==> src/verilog/mfio_map.svh <==
// Purpose: offsets, field positions, reset values of the interrupt block
// Assumes: avalon word index addressing, one 32-bit word per register
// Notes:   definitions only
`ifndef MFIO_MAP_SVH
`define MFIO_MAP_SVH

// register word indexes
`define MFIO_SER_CTL_OFS     4'h0
`define MFIO_PAR_CTL_OFS     4'h1
`define MFIO_DISK_REG_OFS    4'h2
`define MFIO_SYS_MODE_OFS    4'h3
`define MFIO_CMD_PARAM_OFS   4'h4
`define MFIO_STATE_OFS       4'h5
`define MFIO_INT_STAT_OFS    4'h6
`define MFIO_INT_MASK_OFS    4'h7

// serial control fields, channel 1 sits 8 bits above channel 0
`define MFIO_SER_IER_POS     0
`define MFIO_SER_OUT2_POS    4
`define MFIO_SER_COM_POS     5
`define MFIO_SER_CH_STRIDE   8

// parallel control fields
`define MFIO_PAR_IRQEN_POS   4
`define MFIO_PAR_BASE_POS    8
`define MFIO_PAR_XT_POS      12

// disk register fields
`define MFIO_DOR_POS         0
`define MFIO_DSR_POS         8
`define MFIO_CCR_POS         16
`define MFIO_DOR_GATE_BIT    3
`define MFIO_DOR_MOTOR_POS   4

// command parameter fields
`define MFIO_MODE_PRM_POS    0
`define MFIO_CONF_PRM_POS    8
`define MFIO_LOCK_PRM_POS    16

// reset values
`define MFIO_DOR_RST         8'h00
`define MFIO_DSR_RST         8'h02
`define MFIO_CCR_RST         8'h02
`define MFIO_MODE_PRM_RST    8'h00
`define MFIO_CONF_PRM_RST    8'h00
`define MFIO_LOCK_PRM_RST    1'h0
`define MFIO_SYS_MODE_RST    2'h0

// interrupt status bits
`define MFIO_EV_DISK_DONE    0
`define MFIO_EV_DISK_DATA    1
`define MFIO_EV_SER0         2
`define MFIO_EV_SER1         3
`define MFIO_EV_PAR_ACK      4
`define MFIO_EV_W            5

`endif

==> src/verilog/mfio_top_end.sv <==
// Purpose: closing file of the design set
// Assumes: read after the other design files
// Notes:   holds no code, only restores the net default
`timescale 1ns/100ps
`default_nettype none
`default_nettype wire

==> src/verilog/mfio_pkg.sv <==
// Purpose: types shared by the interrupt output block
// Assumes: nothing
// Notes:   no constants here, see mfio_map.svh
package mfio_pkg;

  typedef enum logic [1:0] {
    MFIO_SYS_AT,
    MFIO_SYS_REDUCED,
    MFIO_SYS_ENHANCED
  } mfio_sys_mode_t;

  typedef enum logic [1:0] {
    MFIO_DISK_IDLE,
    MFIO_DISK_EXEC,
    MFIO_DISK_RESULT
  } mfio_disk_state_t;

  // field order follows the control byte: com [6:5], out2 [4], ier [3:0]
  typedef struct packed {
    logic [1:0] com;
    logic       out2;
    logic [3:0] serial_int_enable_reg;
  } mfio_ser_chan_t;

  typedef struct packed {
    logic       irq_en;
    logic [1:0] base_sel;
    logic       xt_mode;
  } mfio_par_cfg_t;

  // com 0..3 stands for the first..fourth port; 2nd/4th use line 0
  function automatic logic mfio_ser_line(input logic [1:0] com);
    mfio_ser_line = (com == 2'h1 || com == 2'h3) ? 1'b0 : 1'b1;
  endfunction : mfio_ser_line

endpackage : mfio_pkg

==> src/verilog/mfio_ser_route.sv <==
// Purpose: steers two serial channel interrupts onto two lines
// Assumes: pending bits are levels cleared by the channel's service
// Notes:   combinational; the top registers the result
`timescale 1ns/100ps
`default_nettype none

module mfio_ser_route (
  // channel setup
  input  wire mfio_pkg::mfio_ser_chan_t chan [2],
  input  wire logic [3:0]               pend [2],
  // line results
  output logic [1:0]                    line,
  output logic [1:0]                    oe_n
);

  always_comb begin
    logic act;
    act  = 1'b0;
    line = 2'b00;
    oe_n = 2'b11;
    for (int c = 0; c < 2; c++) begin
      act = |(chan[c].serial_int_enable_reg & pend[c]) & chan[c].out2;
      if (mfio_pkg::mfio_ser_line(chan[c].com)) begin
        line[1] = line[1] | act;
        if (chan[c].out2) oe_n[1] = 1'b0;
      end else begin
        line[0] = line[0] | act;
        if (chan[c].out2) oe_n[0] = 1'b0;
      end
    end
  end

endmodule : mfio_ser_route

`default_nettype wire

==> src/verilog/mfio_par_route.sv <==
// Purpose: selects the parallel interrupt line from the port base
// Assumes: base_sel 2 means the base that owns the low line
// Notes:   combinational; the top registers the result
`timescale 1ns/100ps
`default_nettype none

module mfio_par_route (
  // setup and printer input
  input  wire mfio_pkg::mfio_par_cfg_t cfg,
  input  wire logic                    ack_level,
  // lines, index 0 low, 1 high
  output logic [1:0]                   line,
  output logic [1:0]                   oe_n
);

  logic use_low;

  always_comb begin
    use_low = (cfg.base_sel == 2'h2);
    line    = 2'b00;
    oe_n    = 2'b11;
    if (cfg.irq_en) begin
      if (use_low) begin
        if (!cfg.xt_mode) begin
          line[0] = ack_level;
          oe_n[0] = 1'b0;
        end
      end else begin
        line[1] = ack_level;
        oe_n[1] = 1'b0;
      end
    end
  end

endmodule : mfio_par_route

`default_nettype wire

==> src/verilog/mfio_top.sv <==
// Purpose: interrupt outputs and master reset effects of a combo chip
// Assumes: avalon-mm slave with waitrequest, one clock at 50 MHz
// Notes:   interrupt, disk and readdata pins registered, waitrequest and irq not; tristate shown as out plus oe_n
`timescale 1ns/100ps
`default_nettype none
`include "mfio_map.svh"

module mfio_top (
  // clock and reset
  input  wire  logic        clock,
  input  wire  logic        rst,
  input  wire  logic        master_reset_in,
  // avalon-mm slave
  input  wire  logic [3:0]  address,
  input  wire  logic        read,
  input  wire  logic        write,
  input  wire  logic [31:0] writedata,
  output logic [31:0]       readdata,
  output logic              waitrequest,
  // serial channel pending sources
  input  wire  logic [3:0]  ser0_pend,
  input  wire  logic [3:0]  ser1_pend,
  // printer acknowledge pin
  input  wire  logic        printer_ack_n,
  // disk controller core
  input  wire  logic        disk_cmd_start,
  input  wire  logic        disk_exec_done,
  input  wire  logic        disk_result_read,
  input  wire  logic        disk_data_ready,
  input  wire  logic        disk_nondma,
  // interrupt pins
  output logic [1:0]        serial_int_lines,
  output logic [1:0]        serial_int_oe_n,
  output logic              parallel_int_line_low,
  output logic              parallel_int_low_oe_n,
  output logic              parallel_int_line_high,
  output logic              parallel_int_high_oe_n,
  output logic              disk_int_line,
  output logic              disk_int_oe_n,
  // disk interface
  output logic [1:0]        motor_sel_n,
  // system interrupt
  output logic              irq
);

  logic                        mr;
  logic                        ack_r;
  logic                        wr_go;
  logic [31:0]                 ser_ctl_r;
  logic [31:0]                 par_ctl_r;
  logic [7:0]                  dor_r;
  logic [7:0]                  dsr_r;
  logic [7:0]                  ccr_r;
  logic [7:0]                  mode_prm_r;
  logic [7:0]                  conf_prm_r;
  logic                        lock_prm_r;
  mfio_pkg::mfio_sys_mode_t    sys_mode_r;
  mfio_pkg::mfio_disk_state_t  disk_st_r;
  mfio_pkg::mfio_disk_state_t  disk_st_nxt;
  logic                        disk_done_r;
  logic [`MFIO_EV_W-1:0]       int_stat_r;
  logic [`MFIO_EV_W-1:0]       int_mask_r;
  logic [`MFIO_EV_W-1:0]       ev;
  logic                        ack_d_r;
  logic                        disk_gate;
  logic                        disk_raw;
  mfio_pkg::mfio_ser_chan_t    chan [2];
  logic [3:0]                  pend [2];
  mfio_pkg::mfio_par_cfg_t     par_cfg;
  logic [1:0]                  ser_line;
  logic [1:0]                  ser_oe_n;
  logic [1:0]                  par_line;
  logic [1:0]                  par_oe_n;

  assign mr = rst | master_reset_in;

  // one wait cycle per access; read data loaded during it
  assign waitrequest = (read | write) & ~ack_r;
  assign wr_go       = write & ack_r;

  always_ff @(posedge clock) begin
    if (rst) ack_r <= 1'b0;
    else     ack_r <= (read | write) & ~ack_r;
  end

  always_ff @(posedge clock) begin
    if (rst) begin
      readdata <= 32'h0000_0000;
    end else if (read & ~ack_r) begin
      case (address)
        `MFIO_SER_CTL_OFS:   readdata <= ser_ctl_r;
        `MFIO_PAR_CTL_OFS:   readdata <= par_ctl_r;
        `MFIO_DISK_REG_OFS:  readdata <= {8'h00, ccr_r, dsr_r, dor_r};
        `MFIO_SYS_MODE_OFS:  readdata <= {30'h0, sys_mode_r};
        `MFIO_CMD_PARAM_OFS: readdata <= {15'h0, lock_prm_r, conf_prm_r,
                                          mode_prm_r};
        `MFIO_STATE_OFS:     readdata <= {24'h0, disk_st_r, disk_int_line,
                                          parallel_int_line_high,
                                          parallel_int_line_low,
                                          serial_int_lines, disk_done_r};
        `MFIO_INT_STAT_OFS:  readdata <= {27'h0, int_stat_r};
        `MFIO_INT_MASK_OFS:  readdata <= {27'h0, int_mask_r};
        default:             readdata <= 32'h0000_0000;
      endcase
    end
  end

  // serial and parallel setup; cleared by master reset so lines float
  always_ff @(posedge clock) begin
    if (mr) begin
      ser_ctl_r <= 32'h0000_0000;
      par_ctl_r <= 32'h0000_0000;
    end else if (wr_go) begin
      if (address == `MFIO_SER_CTL_OFS) ser_ctl_r <= writedata & 32'h7F7F;
      if (address == `MFIO_PAR_CTL_OFS) par_ctl_r <= writedata & 32'h1310;
    end
  end

  // disk side registers and command parameters
  always_ff @(posedge clock) begin
    if (mr) begin
      dor_r      <= `MFIO_DOR_RST;
      dsr_r      <= `MFIO_DSR_RST;
      ccr_r      <= `MFIO_CCR_RST;
      mode_prm_r <= `MFIO_MODE_PRM_RST;
      conf_prm_r <= `MFIO_CONF_PRM_RST;
      lock_prm_r <= `MFIO_LOCK_PRM_RST;
    end else if (wr_go) begin
      if (address == `MFIO_DISK_REG_OFS) begin
        dor_r <= writedata[`MFIO_DOR_POS +: 8];
        dsr_r <= writedata[`MFIO_DSR_POS +: 8];
        ccr_r <= writedata[`MFIO_CCR_POS +: 8];
      end
      if (address == `MFIO_CMD_PARAM_OFS) begin
        mode_prm_r <= writedata[`MFIO_MODE_PRM_POS +: 8];
        conf_prm_r <= writedata[`MFIO_CONF_PRM_POS +: 8];
        lock_prm_r <= writedata[`MFIO_LOCK_PRM_POS];
      end
    end
  end

  // system mode is a strap-like setting, kept across master reset
  always_ff @(posedge clock) begin
    if (rst) sys_mode_r <= mfio_pkg::mfio_sys_mode_t'(`MFIO_SYS_MODE_RST);
    else if (wr_go && address == `MFIO_SYS_MODE_OFS && writedata[1:0] != 2'h3)
      sys_mode_r <= mfio_pkg::mfio_sys_mode_t'(writedata[1:0]);
  end

  // disk command phase tracker
  always_comb begin
    disk_st_nxt = disk_st_r;
    case (disk_st_r)
      mfio_pkg::MFIO_DISK_IDLE:
        if (disk_cmd_start) disk_st_nxt = mfio_pkg::MFIO_DISK_EXEC;
      mfio_pkg::MFIO_DISK_EXEC:
        if (disk_exec_done) disk_st_nxt = mfio_pkg::MFIO_DISK_RESULT;
      mfio_pkg::MFIO_DISK_RESULT:
        if (disk_result_read) disk_st_nxt = mfio_pkg::MFIO_DISK_IDLE;
      default: disk_st_nxt = mfio_pkg::MFIO_DISK_IDLE;
    endcase
  end

  always_ff @(posedge clock) begin
    if (mr) disk_st_r <= mfio_pkg::MFIO_DISK_IDLE;
    else    disk_st_r <= disk_st_nxt;
  end

  // end-of-execution flag held until the result is read
  always_ff @(posedge clock) begin
    if (mr)
      disk_done_r <= 1'b0;
    else if (disk_st_r == mfio_pkg::MFIO_DISK_EXEC && disk_exec_done)
      disk_done_r <= 1'b1;
    else if (disk_result_read)
      disk_done_r <= 1'b0;
  end

  assign disk_gate = (sys_mode_r == mfio_pkg::MFIO_SYS_ENHANCED) ||
                     dor_r[`MFIO_DOR_GATE_BIT];
  assign disk_raw  = disk_done_r | (disk_data_ready & disk_nondma);

  // channel setup unpacked for the steering modules
  always_comb begin
    for (int c = 0; c < 2; c++) begin
      chan[c] = ser_ctl_r[c*`MFIO_SER_CH_STRIDE +: 7];
    end
    pend[0]          = ser0_pend;
    pend[1]          = ser1_pend;
    par_cfg.irq_en   = par_ctl_r[`MFIO_PAR_IRQEN_POS];
    par_cfg.base_sel = par_ctl_r[`MFIO_PAR_BASE_POS +: 2];
    par_cfg.xt_mode  = par_ctl_r[`MFIO_PAR_XT_POS];
  end

  mfio_ser_route u_ser (
    .chan (chan),
    .pend (pend),
    .line (ser_line),
    .oe_n (ser_oe_n)
  );

  mfio_par_route u_par (
    .cfg       (par_cfg),
    .ack_level (printer_ack_n),
    .line      (par_line),
    .oe_n      (par_oe_n)
  );

  // pins registered so they never glitch on the system bus
  always_ff @(posedge clock) begin
    if (mr) begin
      serial_int_lines       <= 2'b00;
      serial_int_oe_n        <= 2'b11;
      parallel_int_line_low  <= 1'b0;
      parallel_int_low_oe_n  <= 1'b1;
      parallel_int_line_high <= 1'b0;
      parallel_int_high_oe_n <= 1'b1;
      disk_int_line          <= 1'b0;
      disk_int_oe_n          <= 1'b0;
      motor_sel_n            <= 2'b11;
    end else begin
      serial_int_lines       <= ser_line;
      serial_int_oe_n        <= ser_oe_n;
      parallel_int_line_low  <= par_line[0];
      parallel_int_low_oe_n  <= par_oe_n[0];
      parallel_int_line_high <= par_line[1];
      parallel_int_high_oe_n <= par_oe_n[1];
      disk_int_line          <= disk_raw & disk_gate;
      disk_int_oe_n          <= 1'b0;
      motor_sel_n            <= ~dor_r[`MFIO_DOR_MOTOR_POS +: 2];
    end
  end

  // events: disk exec end, data-ready level, rising serial lines and printer acknowledge going low
  always_ff @(posedge clock) begin
    if (rst) ack_d_r <= 1'b1;
    else     ack_d_r <= printer_ack_n;
  end

  always_comb begin
    ev = '0;
    ev[`MFIO_EV_DISK_DONE] = disk_st_r == mfio_pkg::MFIO_DISK_EXEC &&
                             disk_exec_done;
    ev[`MFIO_EV_DISK_DATA] = disk_data_ready & disk_nondma;
    ev[`MFIO_EV_SER0]      = ser_line[0] & ~serial_int_lines[0];
    ev[`MFIO_EV_SER1]      = ser_line[1] & ~serial_int_lines[1];
    ev[`MFIO_EV_PAR_ACK]   = ack_d_r & ~printer_ack_n;
  end

  // set beats a write-one clear in the same cycle
  always_ff @(posedge clock) begin
    if (mr) int_stat_r <= '0;
    else if (wr_go && address == `MFIO_INT_STAT_OFS)
      int_stat_r <= (int_stat_r & ~writedata[`MFIO_EV_W-1:0]) | ev;
    else
      int_stat_r <= int_stat_r | ev;
  end

  always_ff @(posedge clock) begin
    if (mr) int_mask_r <= '0;
    else if (wr_go && address == `MFIO_INT_MASK_OFS)
      int_mask_r <= writedata[`MFIO_EV_W-1:0];
  end

  assign irq = |(int_stat_r & int_mask_r);
endmodule : mfio_top

`default_nettype wire

==> config.mk <==
export PLATFORM = sky130hd
export DESIGN_NAME = mfio_top
export DESIGN_NICKNAME = d
export VERILOG_FILES = /design/src/verilog/mfio_top_end.sv /design/src/verilog/mfio_pkg.sv /design/src/verilog/mfio_ser_route.sv /design/src/verilog/mfio_par_route.sv /design/src/verilog/mfio_top.sv
export VERILOG_INCLUDE_DIRS = /design/src /design/src/verilog
export SDC_FILE = /design/constraint.sdc
export NUM_CORES = 1
export LEC_CHECK = 0
export BUFFER_PORTS_ARGS = -buffer_cell sky130_fd_sc_hd__buf_4
export CAP_MARGIN = 20
export CORE_UTILIZATION = 45
export DETAILED_ROUTE_END_ITERATION = 12
export PLACE_DENSITY_LB_ADDON = 0.05
export RECOVER_POWER = 50
export SLEW_MARGIN = 20
export SYNTH_ARGS = -nofsm -noshare
export SYNTH_HDL_FRONTEND = slang
export SYNTH_HIERARCHICAL = 1
export SYNTH_SLANG_ARGS = --single-unit
==> constraint.sdc <==
create_clock -name clock -period 2 [get_ports clock]
set_clock_uncertainty 0.1 [all_clocks]
set_input_delay 0.5 -clock clock [delete_from_list [all_inputs] [get_ports clock]]
set_output_delay 0.5 -clock clock [all_outputs]
set_load 0.01 [all_outputs]
# Word level (Yosys, flattened, before mapping)
# Index checks and enable logic that the tools add are counted.
dict set report word_totals {
  ff_bits 119
  latch_bits 0
  mem_bits_rw 0
  mem_bits_ro 0
  input_bits 55
  output_inout_bits 46
  elab_cells 116
  n_memories 0
}
dict set report classes {
  n_addsub 0
  multipliers 0
  div 0
  magnitude_cmp 0
  n_eq_ne 19
  n_shift 0
  n_mux 21
  bitwise_logic 29
  n_reduce_logical 23
}
# op n
set op_table {}
lappend op_table {{$pmux 24 s8} 1}
lappend op_table {{$eq 4x3->1 const B} 4}
lappend op_table {{$mux 1} 15}
lappend op_table {{$reduce_or 4->1} 3}
lappend op_table {{$and 1x1->1} 10}
lappend op_table {{$and 5x5->5} 2}
lappend op_table {{$eq 2x2->1 const B} 5}
lappend op_table {{$or 5x5->5} 2}
lappend op_table {{$and 4x4->4} 2}
lappend op_table {{$eq 4x2->1 const B} 2}
lappend op_table {{$ne 2x2->1 const B} 4}
lappend op_table {{$reduce_and 2->1} 4}
lappend op_table {{$eq 2x1->1 const B} 3}
lappend op_table {{$mux 2} 3}
lappend op_table {{$not 1->1} 6}
lappend op_table {{$pmux 2 s3} 1}
lappend op_table {{$reduce_or 3->1} 2}
lappend op_table {{$logic_and 1x1->1} 5}
lappend op_table {{$mux 5} 1}
lappend op_table {{$not 5->5} 1}
lappend op_table {{$or 1x1->1} 5}
lappend op_table {{$reduce_or 5->1} 1}
lappend op_table {{$eq 4x1->1 const B} 1}
lappend op_table {{$logic_not 4->1} 1}
lappend op_table {{6 further kinds} 8}

# Longest topological paths before layout
# Gate-level depths: netlist of the first run.
dict set report depth {
  ltp_word 9
  depth_mapped 7
  mapped_depth_nobuf 5
}

# Modules after synthesis
# The synthesis of the first run kept the hierarchy.
# mod n_inst cells_each area_per_inst_um2 seq_area_each_um2
set modules_own_cells {}
lappend modules_own_cells {mfio_top 1 556 4554.4 2222.1}
lappend modules_own_cells {mfio_ser_route 1 12 93.8 0.0}
lappend modules_own_cells {mfio_par_route 1 6 51.3 0.0}

# Worst setup path after synthesis of the first run
# Ideal clock, no wire load.
dict set report synth_path {
  path_type {input -> register}
  start {input address[3]}
  end {register conf_prm_r[4]}
  setup_ps 132
  t_arrival_ps 1530
  required_ps 1768
  path_slack_ps 238
  path_stages 6
  n_path_buf 2
  path_cell_list {nand4b_2 > or3_1 > clkbuf_1 > buf_2 > nand2_1 > a21oi_1}
}
dict set report synth_via {
  elab_chain_cells 2
}
# item line_no
set synth_rtl {}
lappend synth_rtl {{start: declaration} mfio_top.sv:14} ;# input wire logic [3:0] address,
lappend synth_rtl {{$eq 4x3->1} --}
lappend synth_rtl {{$reduce_and 2->1 (no source line)} --}
lappend synth_rtl {{end signal: assignment} mfio_top.sv:126} ;# conf_prm_r <= `MFIO_CONF_PRM_RST;
lappend synth_rtl {{end signal: assignment} mfio_top.sv:136} ;# conf_prm_r <= writedata[`MFIO_CONF_PRM_POS +: 8];
lappend synth_rtl {{end: declaration} mfio_top.sv:55} ;# logic [7:0] conf_prm_r;
# Every way passes these cells.
# A chain may end at the register's enable or synchronous reset.

# Final worst setup path of the first run
dict set report layout_path {
  start {register int_stat_r[0]}
  end {output irq}
}
dict set report layout_via {
  elab_chain_cells 2
}
# item line_no
set layout_rtl {}
lappend layout_rtl {{start: declaration} mfio_top.sv:61} ;# logic [`MFIO_EV_W-1:0] int_stat_r;
lappend layout_rtl {{start signal: assignment} mfio_top.sv:253} ;# int_stat_r <= (int_stat_r & ~writedata[`MFIO_EV_W-1:0]) | ev;
lappend layout_rtl {{start signal: assignment} mfio_top.sv:255} ;# int_stat_r <= int_stat_r | ev;
lappend layout_rtl {{$and 5x5->5} mfio_top.sv:264} ;# assign irq = |(int_stat_r & int_mask_r);
lappend layout_rtl {{$reduce_or 5->1} mfio_top.sv:264}
lappend layout_rtl {{end: declaration} mfio_top.sv:43} ;# output logic irq
# Every way passes these cells.

==> metrics.md, run 1 <==
| Metric | Value |
|---|---|
| Status | finished, final reports clean |
| First-pass GRT wire length | 21900 µm |
| Post-Syn Area | between 0.004 and 0.005 mm² |
| Largest net degree at the start of global routing | 43 |
| Placer Congestion | between 0.8 and 0.9 |
| Initial Utilization | 47.2% |
| Hold wc startpoint | writedata[17] |
| Number of library cell types mapped by synthesis | 49 |
| Critical-path cell list | a222oi_1 -> nand2_1 -> buf_4 |
| CTS tree | done |
| H-tree level count | 3 |
| Clk Latency, worst-skew pair | 0.37 ns |
| Initial antenna violation count | 0 |
| DIE AREA | 0.0109 mm² |
| Core Box Area | 0.00995 mm² |
| TritonCTS Sinks | 111 |
| Number of port buffers | 83 |
| Post-Layout Cell Count | 808 |
| WL per Instance | 16.9 µm |
| Share of layout cells above drive strength 1 | 16.4% |
| Drt drc | 0 |
| Hold Fails Final Rpt | 0 |
| Vias in the first global route | roughly 4100 |
| MaxCap Viol Count | 0 |
| Max-slew violations | 0 |
| Die W | 104 µm |
| Via count | 4406 |
| RSZ-0062 raised after global routing | no |
| Dpl hpwl | 9690 µm |
| Ant diodes | 0 |
| Area Overhead vs Synth | 20.0% |
| Peak Freq | 524 MHz |
| Grt total ovfl | 0 |
| Setup TNS | 0 ns |
| HP Class | input pin to flip-flop |
| Final ANT Viol Nets | 0 |
| Worst path max stage delay | 0.35 ns |
| EDFF count, synth | 0 |
| Crit path max-delay cell type | dfxtp_1 |
| Sequential element share of the synthesized area | approximately 47% |
| Overall power | ~0.0040 W |
| Root buffer cell | clkbuf_8 |
| # rows | 36 |
| Crit. Startpoint | int_stat_r[0] |
| Die Ht | ~100 µm |
| Post CTS Setup Buffer Count | 0 |
| Crit Path Class | flip-flop to output port |
| Crit-path max FO | 3 |
| Yosys reg bits | 111 |
| Post-CTS sizing | 0 |
| Cts hold-fix bufs | 0 |
| Number of synthesis warnings | 6 |
| All-Layer GR Usage | 25.9% |
| Nets | 725 |
| Peak VDD IR | 0.347 mV |
| Tcrit/Tclk final | 95.4% |
| Slew HR | between 40% and 50% |
| Iteration-0 DRC Markers | 347 |
| Post-Syn Instances | 574 |
| I/O pin cnt | 101 |
| Top_reg_cell synth | dfxtp_1 |
| Setup-failing EPs final | 0 |
| Slew @ Worst Pin | 0.898 ns |
| Worst EP required | 1.40 ns |
| CP Data Arrival Time | 1.31 ns |
| Pwr dens | around 700 mW/mm² |
| Total CTS buffers | 9 |
| Reg-to-reg startpoint | ack_r |
| Crit path capture type | output port |
| Routed WL | 13600 µm |
| Leakage Power | approximately 2.0 nW |
| Reg clk slew, reported paths | 0.10 ns |
| CTS Buffer Depth | 2 |
| # placed instances | 792 |
| Syn Area/Cell | 8.19 µm² |
| FFs w/ async S/R, synth | 0% |
| Critical path launch point type | flip-flop |
| Pre-Repair DR Iteration Count | 5 |
| Via/cell ratio | between 5 and 6 |
| Final min period | 1.91 ns |
final cells by class:
| cell class | instances | area [µm²] |
|---|---|---|
| fillers | 1006 | 4320 |
| repair buffers | 122 | 782 |
| flip-flops and latches | 111 | 2220 |
| well taps | 133 | 166 |
| clock inverters | 4 | 52.6 |
| multi-input cells | 415 | 2230 |
| inverters | 11 | 41.3 |
| clock buffers | 12 | 145 |
cells by family after synthesis:
| logic type | Yosys count | share of synthesized area [%] |
|---|---|---|
| other cells | 1 | 0.0798 |
| mux | 15 | 3.91 |
| simple gates | 246 | 24.6 |
| flops | 111 | 47.3 |
| buf+inv | 56 | 5.67 |
| compound gates | 145 | 18.5 |
through the flow:
step	hold slack (ns)	cell area (µm²)	setup WS (ns)	util, %
5_1_grt	0.228	5640	0.0327	56.6
6_report	0.238	5640	0.0918	56.6
3_3_place_gp	0.298	5620	0.00673	56.5
2_1_floorplan	0.271	4730	0.238	-
3_5_place_dp	0.304	5620	-0.0307	56.5
4_1_cts	0.232	5820	0.0714	58.5
synth_stat cells (4+ instances only):
cell type  number  area [µm²]
a21oi_1        87         435
a221oi_1        8        70.1
a22o_1          7        61.3
a22oi_1         5        37.5
a32o_1          4        40.0
and2_1          8        50.1
and3_1          6        37.5
buf_2          15        75.1
buf_4          10        75.1
clkbuf_1       19        71.3
dfxtp_1       111        2220
inv_1          11        41.3
mux2_2          6        67.6
mux2i_1         6        60.1
nand2_1       146         548
nand2b_1        9        56.3
nand3_1        14        70.1
nand3b_1        5        37.5
nor2_1         21        78.8
nor2b_1         5        31.3
nor3_1         12        60.1
o21ai_0        13        65.1
o21ai_1         9        45.0
or3_1           7        43.8
worst max-delay path: cells and delay by family, from the launching register on:
| kind | cells | cell delay, ns |
|---|---|---|
| simple gates | 1 | 0.09 |
| flops | 1 | 0.35 |
| compound gates | 1 | 0.34 |
| buf+inv | 1 | 0.15 |
cell usage in the layout, fill, tap and decap left out, types with 6 or more instances in the layout:
cell type	n
conb_1	9
a22o_1	7
inv_1	11
buf_4	75
clkbuf_8	10
clkbuf_1	44
a221oi_1	8
nand3_1	14
or3_1	7
dfxtp_1	111
nor3_1	12
mux2_2	6
mux2i_1	6
o21ai_1	9
nand2_1	146
nand2b_1	9
nor2_1	21
and3_1	6
o21ai_0	13
a21oi_1	87
power breakdown:
group | internal (W) | switching [W]
Sequential | 0.00223 | 0.0000134
Clock | 0.000620 | 0.000744
Combinational | 0.000141 | 0.000210
path summary, 6_finish.rpt:
check / end / slack (ns) / cells after the start
min reg2reg: motor_sel_n[0] / 0.32 / 1
max: irq / 0.09 / 3
min: ccr_r[1] / 0.24 / 3
max reg2reg: dor_r[2] / 0.33 / 5
registers in the layout, summed over array words and instances, names as in the netlist, 4 cells and up:
| signal | count |
|---|---|
| readdata | 24 |
| dsr_r | 8 |
| dor_r | 8 |
| ser_ctl_r | 14 |
| ccr_r | 8 |
| int_stat_r | 5 |
| int_mask_r | 5 |
| conf_prm_r | 8 |
| par_ctl_r | 4 |
| mode_prm_r | 8 |
routing by layer:
layer	part of all wire [%]	track usage, %
met1	48	37.2
met2	44	39.4
met3	6.5	4.64
met4	1.7	8.06
met5	0	0
No activity file was read; power rests on OpenSTA's default activity.
==> run 2, diff against run 1 <==
--- a/config.mk
+++ b/config.mk
@@ -12,6 +12,7 @@
 export DETAILED_ROUTE_END_ITERATION = 12
 export PLACE_DENSITY_LB_ADDON = 0.05
 export RECOVER_POWER = 50
+export REMOVE_ABC_BUFFERS = 1
 export SLEW_MARGIN = 20
 export SYNTH_ARGS = -nofsm -noshare
 export SYNTH_HDL_FRONTEND = slang
==> run 2 against run 1 <==
Net effect:
- routed wire length down 2.9%
- die area unchanged
- global-route usage down 0.96 points
- critical path depth up 1
- cell area up 0.13%
- register-to-register slack worse by 0.02 ns
- setup slack better by 0.0011 ns
- sequential share of layout area down 0.052 points
- cell count down 0.12%
- critical path type is now input pin to flip-flop
- largest cell class unchanged
==> metrics.md, run 2 (synthesis gave the netlist of run 1 again) <==
| Metric | Value |
|---|---|
| H-tree level count | 3 (unchanged) |
| Area Overhead vs Synth | 20.2% (was 20.0%) |
| Via/cell ratio | 5.45 (about the same) |
| MaxCap Viol Count | 0 (unchanged) |
| Commonest non-fill, non-tap cell in the layout | nand2_1 (unchanged) |
| Final min period | 1.91 ns (about the same) |
| Core Box Area | 0.00995 mm² (unchanged) |
| Number of port buffers | 83 (unchanged) |
| CP Data Arrival Time | 2.09 ns (was 1.31 ns) |
| Leakage Power | 2.04 nW (was 2.02 nW) |
| WL per Instance | 16.4 µm (was 16.9 µm) |
| Clk Latency, worst-skew pair | 0.38 ns (was 0.37 ns) |
| CTS Buffer Depth | 2 (unchanged) |
| I/O pin cnt | 101 (unchanged) |
| Slew @ Worst Pin | 0.915 ns (was 0.898 ns) |
| Routed WL | 13200 µm (was 13600 µm) |
| Initial Utilization | 47.2% (unchanged) |
| Most frequent cells in the layout | 146 x nand2_1, 111 x dfxtp_1, 87 x a21oi_1 (unchanged) |
| Reg with most FFs | readdata (unchanged) |
| Drt drc | 0 (unchanged) |
| Iteration-0 DRC Markers | 186 (was 347) |
| Post-CTS sizing | 0 (unchanged) |
| RSZ-0062 raised after global routing | no (unchanged) |
| Ant diodes | 0 (unchanged) |
| Pre-Repair DR Iteration Count | 4 (was 5) |
| Largest net degree at the start of global routing | 27 (was 43) |
| Largest regs | readdata (24), ser_ctl_r (14) (unchanged) |
| Crit Path Class | input pin to flip-flop (was flip-flop to output port) |
| Die Ht | 104 µm (unchanged) |
| Post CTS Setup Buffer Count | 0 (unchanged) |
| DIE AREA | 0.0109 mm² (unchanged) |
| Setup TNS | 0 ns (unchanged) |
| Grt total ovfl | 0 (unchanged) |
| HP Class | input pin to flip-flop (unchanged) |
| TritonCTS Sinks | 111 (unchanged) |
| # rows | 36 (unchanged) |
| Overall power | 0.00395 W (was 0.00396 W) |
| Crit path capture type | flip-flop (was output port) |
| Peak VDD IR | 0.365 mV (was 0.347 mV) |
| Nets | 725 (unchanged) |
| Critical path launch point type | input pin (was flip-flop) |
| First-pass GRT wire length | 21200 µm (was 21900 µm) |
| Hold Fails Final Rpt | 0 (unchanged) |
| Setup-failing EPs final | 0 (unchanged) |
| Slew HR | 39.0% (was 40.2%) |
| Die W | 104 µm (unchanged) |
| Crit-path max FO | 17 (was 3) |
| Initial antenna violation count | 0 (unchanged) |
| Total CTS buffers | 9 (unchanged) |
| Worst EP required | 2.18 ns (was 1.40 ns) |
| Via count | 4400 (was 4406) |
| Placer Congestion | 0.901 (was 0.861) |
| Max reg flops | 24 (unchanged) |
| Status | finished, final reports clean (unchanged) |
| Pwr dens | 700 mW/mm² (was 702 mW/mm²) |
| Tcrit/Tclk final | 95.4% (about the same) |
| Final ANT Viol Nets | 0 (unchanged) |
| All-Layer GR Usage | 25.0% (was 25.9%) |
| Peak Freq | 524 MHz (about the same) |
| Share of layout cells above drive strength 1 | 16.9% (was 16.4%) |
| CTS tree | done (unchanged) |
| Reg clk slew, reported paths | 0.10 ns (about the same) |
| Dpl hpwl | 9650 µm (was 9690 µm) |
| Root buffer cell | clkbuf_8 (unchanged) |
| Max-slew violations | 0 (unchanged) |
| Vias in the first global route | 4116 (was 4092) |
| Cts hold-fix bufs | 0 (unchanged) |
[run 2: changes by cell type in the layout (fill, tap and decap cells not counted), sizes merged]
cell | before | now
inv | 12 | 13
clkbuf | 56 | 49
buf | 78 | 83
[run 2: power by group]
part,switching [W],leakage [nW],total (W),internal (W)
clock network,0.000776,0.0969,0.00136,0.000579
registers,0.0000145,0.896,0.00224,0.00223
logic,0.000208,1.05,0.000352,0.000144
total,0.000999,2.04,0.00395,0.00295
[run 2: cell type report]
cell class	instances	area, µm²
clock buffer	10	128
clock inverter	5	57.6
tap	133	166
fill	983	4310
multi-input combinational	415	2230
timing repair buffer	122	797
sequential	111	2220
inverter	11	41.3
[run 2: layer usage]
layer  track usage, %  vias to the layer above  part of all wire, %  routed length (µm)
met5                0                        -                    0                   0
met4             9.39                        0                  1.5                 201
met3             3.82                       17                  5.2                 684
met2             40.7                      135                   47                6280
met1             33.3                     2101                   46                6060
li1                 -                     2147                    -                   -
[run 2: worst paths after layout]
path	depth (start not counted)	slack (ns)	to	start
max	4	0.09	ser_ctl_r[6]	rst
min	2	0.23	ack_d_r	printer_ack_n
max reg2reg	5	0.31	dor_r[1]	ack_r
min reg2reg	1	0.32	motor_sel_n[0]	dor_r[4]
[run 2: worst max-delay path, cell delays in order]
cell and delay (ns):
clkbuf_1 0.41, or2_1 0.79, buf_4 0.32, a21oi_1 0.06
[run 2: per-stage QoR]
step                util, %  std cells  hold slack (ns)  setup slack, ns  cell area [µm²]
floorplan                 -        537            0.271            0.116             4500
global placement       56.4        792            0.287           0.0912             5610
detailed placement     56.4        792            0.288           0.0639             5610
CTS                    58.2        807            0.217           0.0762             5800
global route           56.7        807            0.220           0.0333             5650
finish                 56.7        807            0.228           0.0929             5650
==> run 3, diff against run 2 <==
--- a/config.mk
+++ b/config.mk
@@ -6,10 +6,10 @@
 export SDC_FILE = /design/constraint.sdc
 export NUM_CORES = 1
 export LEC_CHECK = 0
-export BUFFER_PORTS_ARGS = -buffer_cell sky130_fd_sc_hd__buf_4
 export CAP_MARGIN = 20
 export CORE_UTILIZATION = 45
 export DETAILED_ROUTE_END_ITERATION = 12
+export DONT_BUFFER_PORTS = 1
 export PLACE_DENSITY_LB_ADDON = 0.05
 export RECOVER_POWER = 50
 export REMOVE_ABC_BUFFERS = 1
==> run 3 against run 2 <==
Net effect:
- sequential cell count stayed put
- total power fell by 6.2%
- worst hold slack got worse by 0.15 ns
- cell area shrank 11%
- maximum frequency increased by 2.5%
==> metrics.md, run 3 (synthesis gave the netlist of run 1 again) <==
| Metric | Value |
|---|---|
| Largest net degree at the start of global routing | 34 (was 27) |
| DIE AREA | 0.0109 mm² (unchanged) |
| TritonCTS Sinks | 111 (unchanged) |
| CP Data Arrival Time | 1.26 ns (was 2.09 ns) |
| Status | finished, final reports clean (unchanged) |
| Core Box Area | 0.00995 mm² (unchanged) |
| I/O pin cnt | 101 (unchanged) |
| Largest regs | readdata (24), ser_ctl_r (14) (unchanged) |
| Worst EP required | 1.40 ns (was 2.18 ns) |
| Peak Freq | 538 MHz (was 524 MHz) |
| CTS Buffer Depth | 2 (unchanged) |
| Fillcell total | 1009 (was 983) |
| Pre-Repair DR Iteration Count | 5 (was 4) |
| Iteration-0 DRC Markers | 226 (was 186) |
| Placer Congestion | 0.849 (was 0.901) |
| Tcrit/Tclk final | 93.0% (was 95.4%) |
| Leakage Power | 1.66 nW (was 2.04 nW) |
| Via/cell ratio | 5.65 (was 5.45) |
| Pwr dens | 741 mW/mm² (was 700 mW/mm²) |
| Slew HR | 37.7% (was 39.0%) |
| Root buffer cell | clkbuf_8 (unchanged) |
| Die Ht | 104 µm (unchanged) |
| Crit Path Class | flip-flop to output port (was input pin to flip-flop) |
| HP Class | input pin to flip-flop (unchanged) |
| Commonest non-fill, non-tap cell in the layout | nand2_1 (unchanged) |
| Reg with most FFs | readdata (unchanged) |
| Post CTS Setup Buffer Count | 0 (unchanged) |
| Post-CTS sizing | 0 (unchanged) |
| Die W | 104 µm (unchanged) |
| Worst path max stage delay | 0.38 ns (was 0.79 ns) |
| Most frequent cells in the layout | 146 x nand2_1, 111 x dfxtp_1, 87 x a21oi_1 (unchanged) |
| Initial antenna violation count | 0 (unchanged) |
| Initial Utilization | 47.2% (unchanged) |
| Area after DPL | 0.00485 mm² (was 0.00561 mm²) |
| Hold Fails Final Rpt | 0 (unchanged) |
| Share of layout cells above drive strength 1 | 8.85% (was 16.9%) |
| Critical path launch point type | flip-flop (was input pin) |
| Reg clk slew, reported paths | 0.11 ns (was 0.10 ns) |
| H-tree level count | 3 (unchanged) |
| WL per Instance | 18.6 µm (was 16.4 µm) |
| Via count | 4008 (was 4400) |
| Crit path capture type | output port (was flip-flop) |
| All-Layer GR Usage | 25.2% (was 25.0%) |
| Drt drc | 0 (unchanged) |
| First-pass GRT wire length | 21100 µm (was 21200 µm) |
| RSZ-0062 raised after global routing | no (unchanged) |
| Final min period | 1.86 ns (was 1.91 ns) |
| Max reg flops | 24 (unchanged) |
| Critical-path cell list | a222oi_1 -> nand2_1 (was clkbuf_1 -> or2_1 -> buf_4 -> a21oi_1) |
| Max-slew violations | 0 (unchanged) |
| Routed WL | 13200 µm (about the same) |
| Buf/Inv on CP | 0 (was 2) |
| Final ANT Viol Nets | 0 (unchanged) |
| Crit-path max FO | 3 (was 17) |
| Nets | 627 (was 725) |
| Vias in the first global route | 3843 (was 4116) |
| Setup-failing EPs final | 0 (unchanged) |
| Crit path max-delay cell type | a222oi_1 (was or2_1) |
| Total CTS buffers | 9 (unchanged) |
| Grt total ovfl | 0 (unchanged) |
| Overall power | 0.00371 W (was 0.00395 W) |
| Area Overhead vs Synth | 6.47% (was 20.2%) |
| Slew @ Worst Pin | 0.934 ns (was 0.915 ns) |
| Dpl hpwl | 9180 µm (was 9650 µm) |
| Number of port buffers | 0 (was 83) |
| Peak VDD IR | 0.376 mV (was 0.365 mV) |
| Setup TNS | 0 ns (unchanged) |
| # rows | 36 (unchanged) |
| Ant diodes | 0 (unchanged) |
| Clk Latency, worst-skew pair | 0.38 ns (about the same) |
| MaxCap Viol Count | 0 (unchanged) |
| Design Area, Final | 0.00500 mm² (was 0.00565 mm²) |
| CTS tree | done (unchanged) |
| Cts hold-fix bufs | 0 (unchanged) |
| CP delay by family, top | compound AO/OA/AOI/OAI gates (was simple AND/OR/NAND/NOR gates) |
-- run 3: metrics by stage --
stage,worst slack (ns),cells,hold slack [ns],utilization (%)
3_3_place_gp,0.255,694,0.289,48.7
3_5_place_dp,0.285,694,0.291,48.7
6_report,0.140,709,0.0764,50.3
5_1_grt,0.0686,709,0.0530,50.3
4_1_cts,0.143,709,0.0598,50.5
2_1_floorplan,0.116,537,0.271,-
-- run 3: report_power, final --
group          switching [W]  leakage (nW)  internal (W)
Sequential         0.0000206         0.896       0.00223
Clock               0.000808        0.0814      0.000466
Combinational       0.000121         0.681     0.0000623
Total               0.000950          1.66       0.00276
-- run 3: layout make-up --
| class | count | area [µm²] | area share (%) |
|---|---|---|---|
| Multi-Input combinational cell | 415 | 2230 | 44.7 |
| Sequential cell | 111 | 2220 | 44.4 |
| Tap cell | 133 | 166 | 3.33 |
| Timing Repair Buffer | 24 | 161 | 3.23 |
| Clock buffer | 9 | 124 | 2.48 |
| Clock inverter | 6 | 53.8 | 1.08 |
| Inverter | 11 | 41.3 | 0.825 |
-- run 3: worst paths after layout --
check	cells past startpoint	endpoint	slack [ns]	startpoint
worst max-delay path	2	irq	0.14	int_stat_r[0]
worst min-delay path	1	readdata[8]	0.08	rst
worst max register to register	5	int_stat_r[3]	0.23	ser_ctl_r[0]
worst min register to register	1	motor_sel_n[0]	0.31	dor_r[4]
-- run 3: layer usage --
metal	global-route usage [%]	wire, µm	part of all wire, %	vias to the layer above
met5	0	0	0	-
met4	6.73	125	0.95	0
met3	4.32	777	5.9	11
met2	41.1	6310	48	126
met1	34.5	5960	45	1923
li1	-	-	-	1948
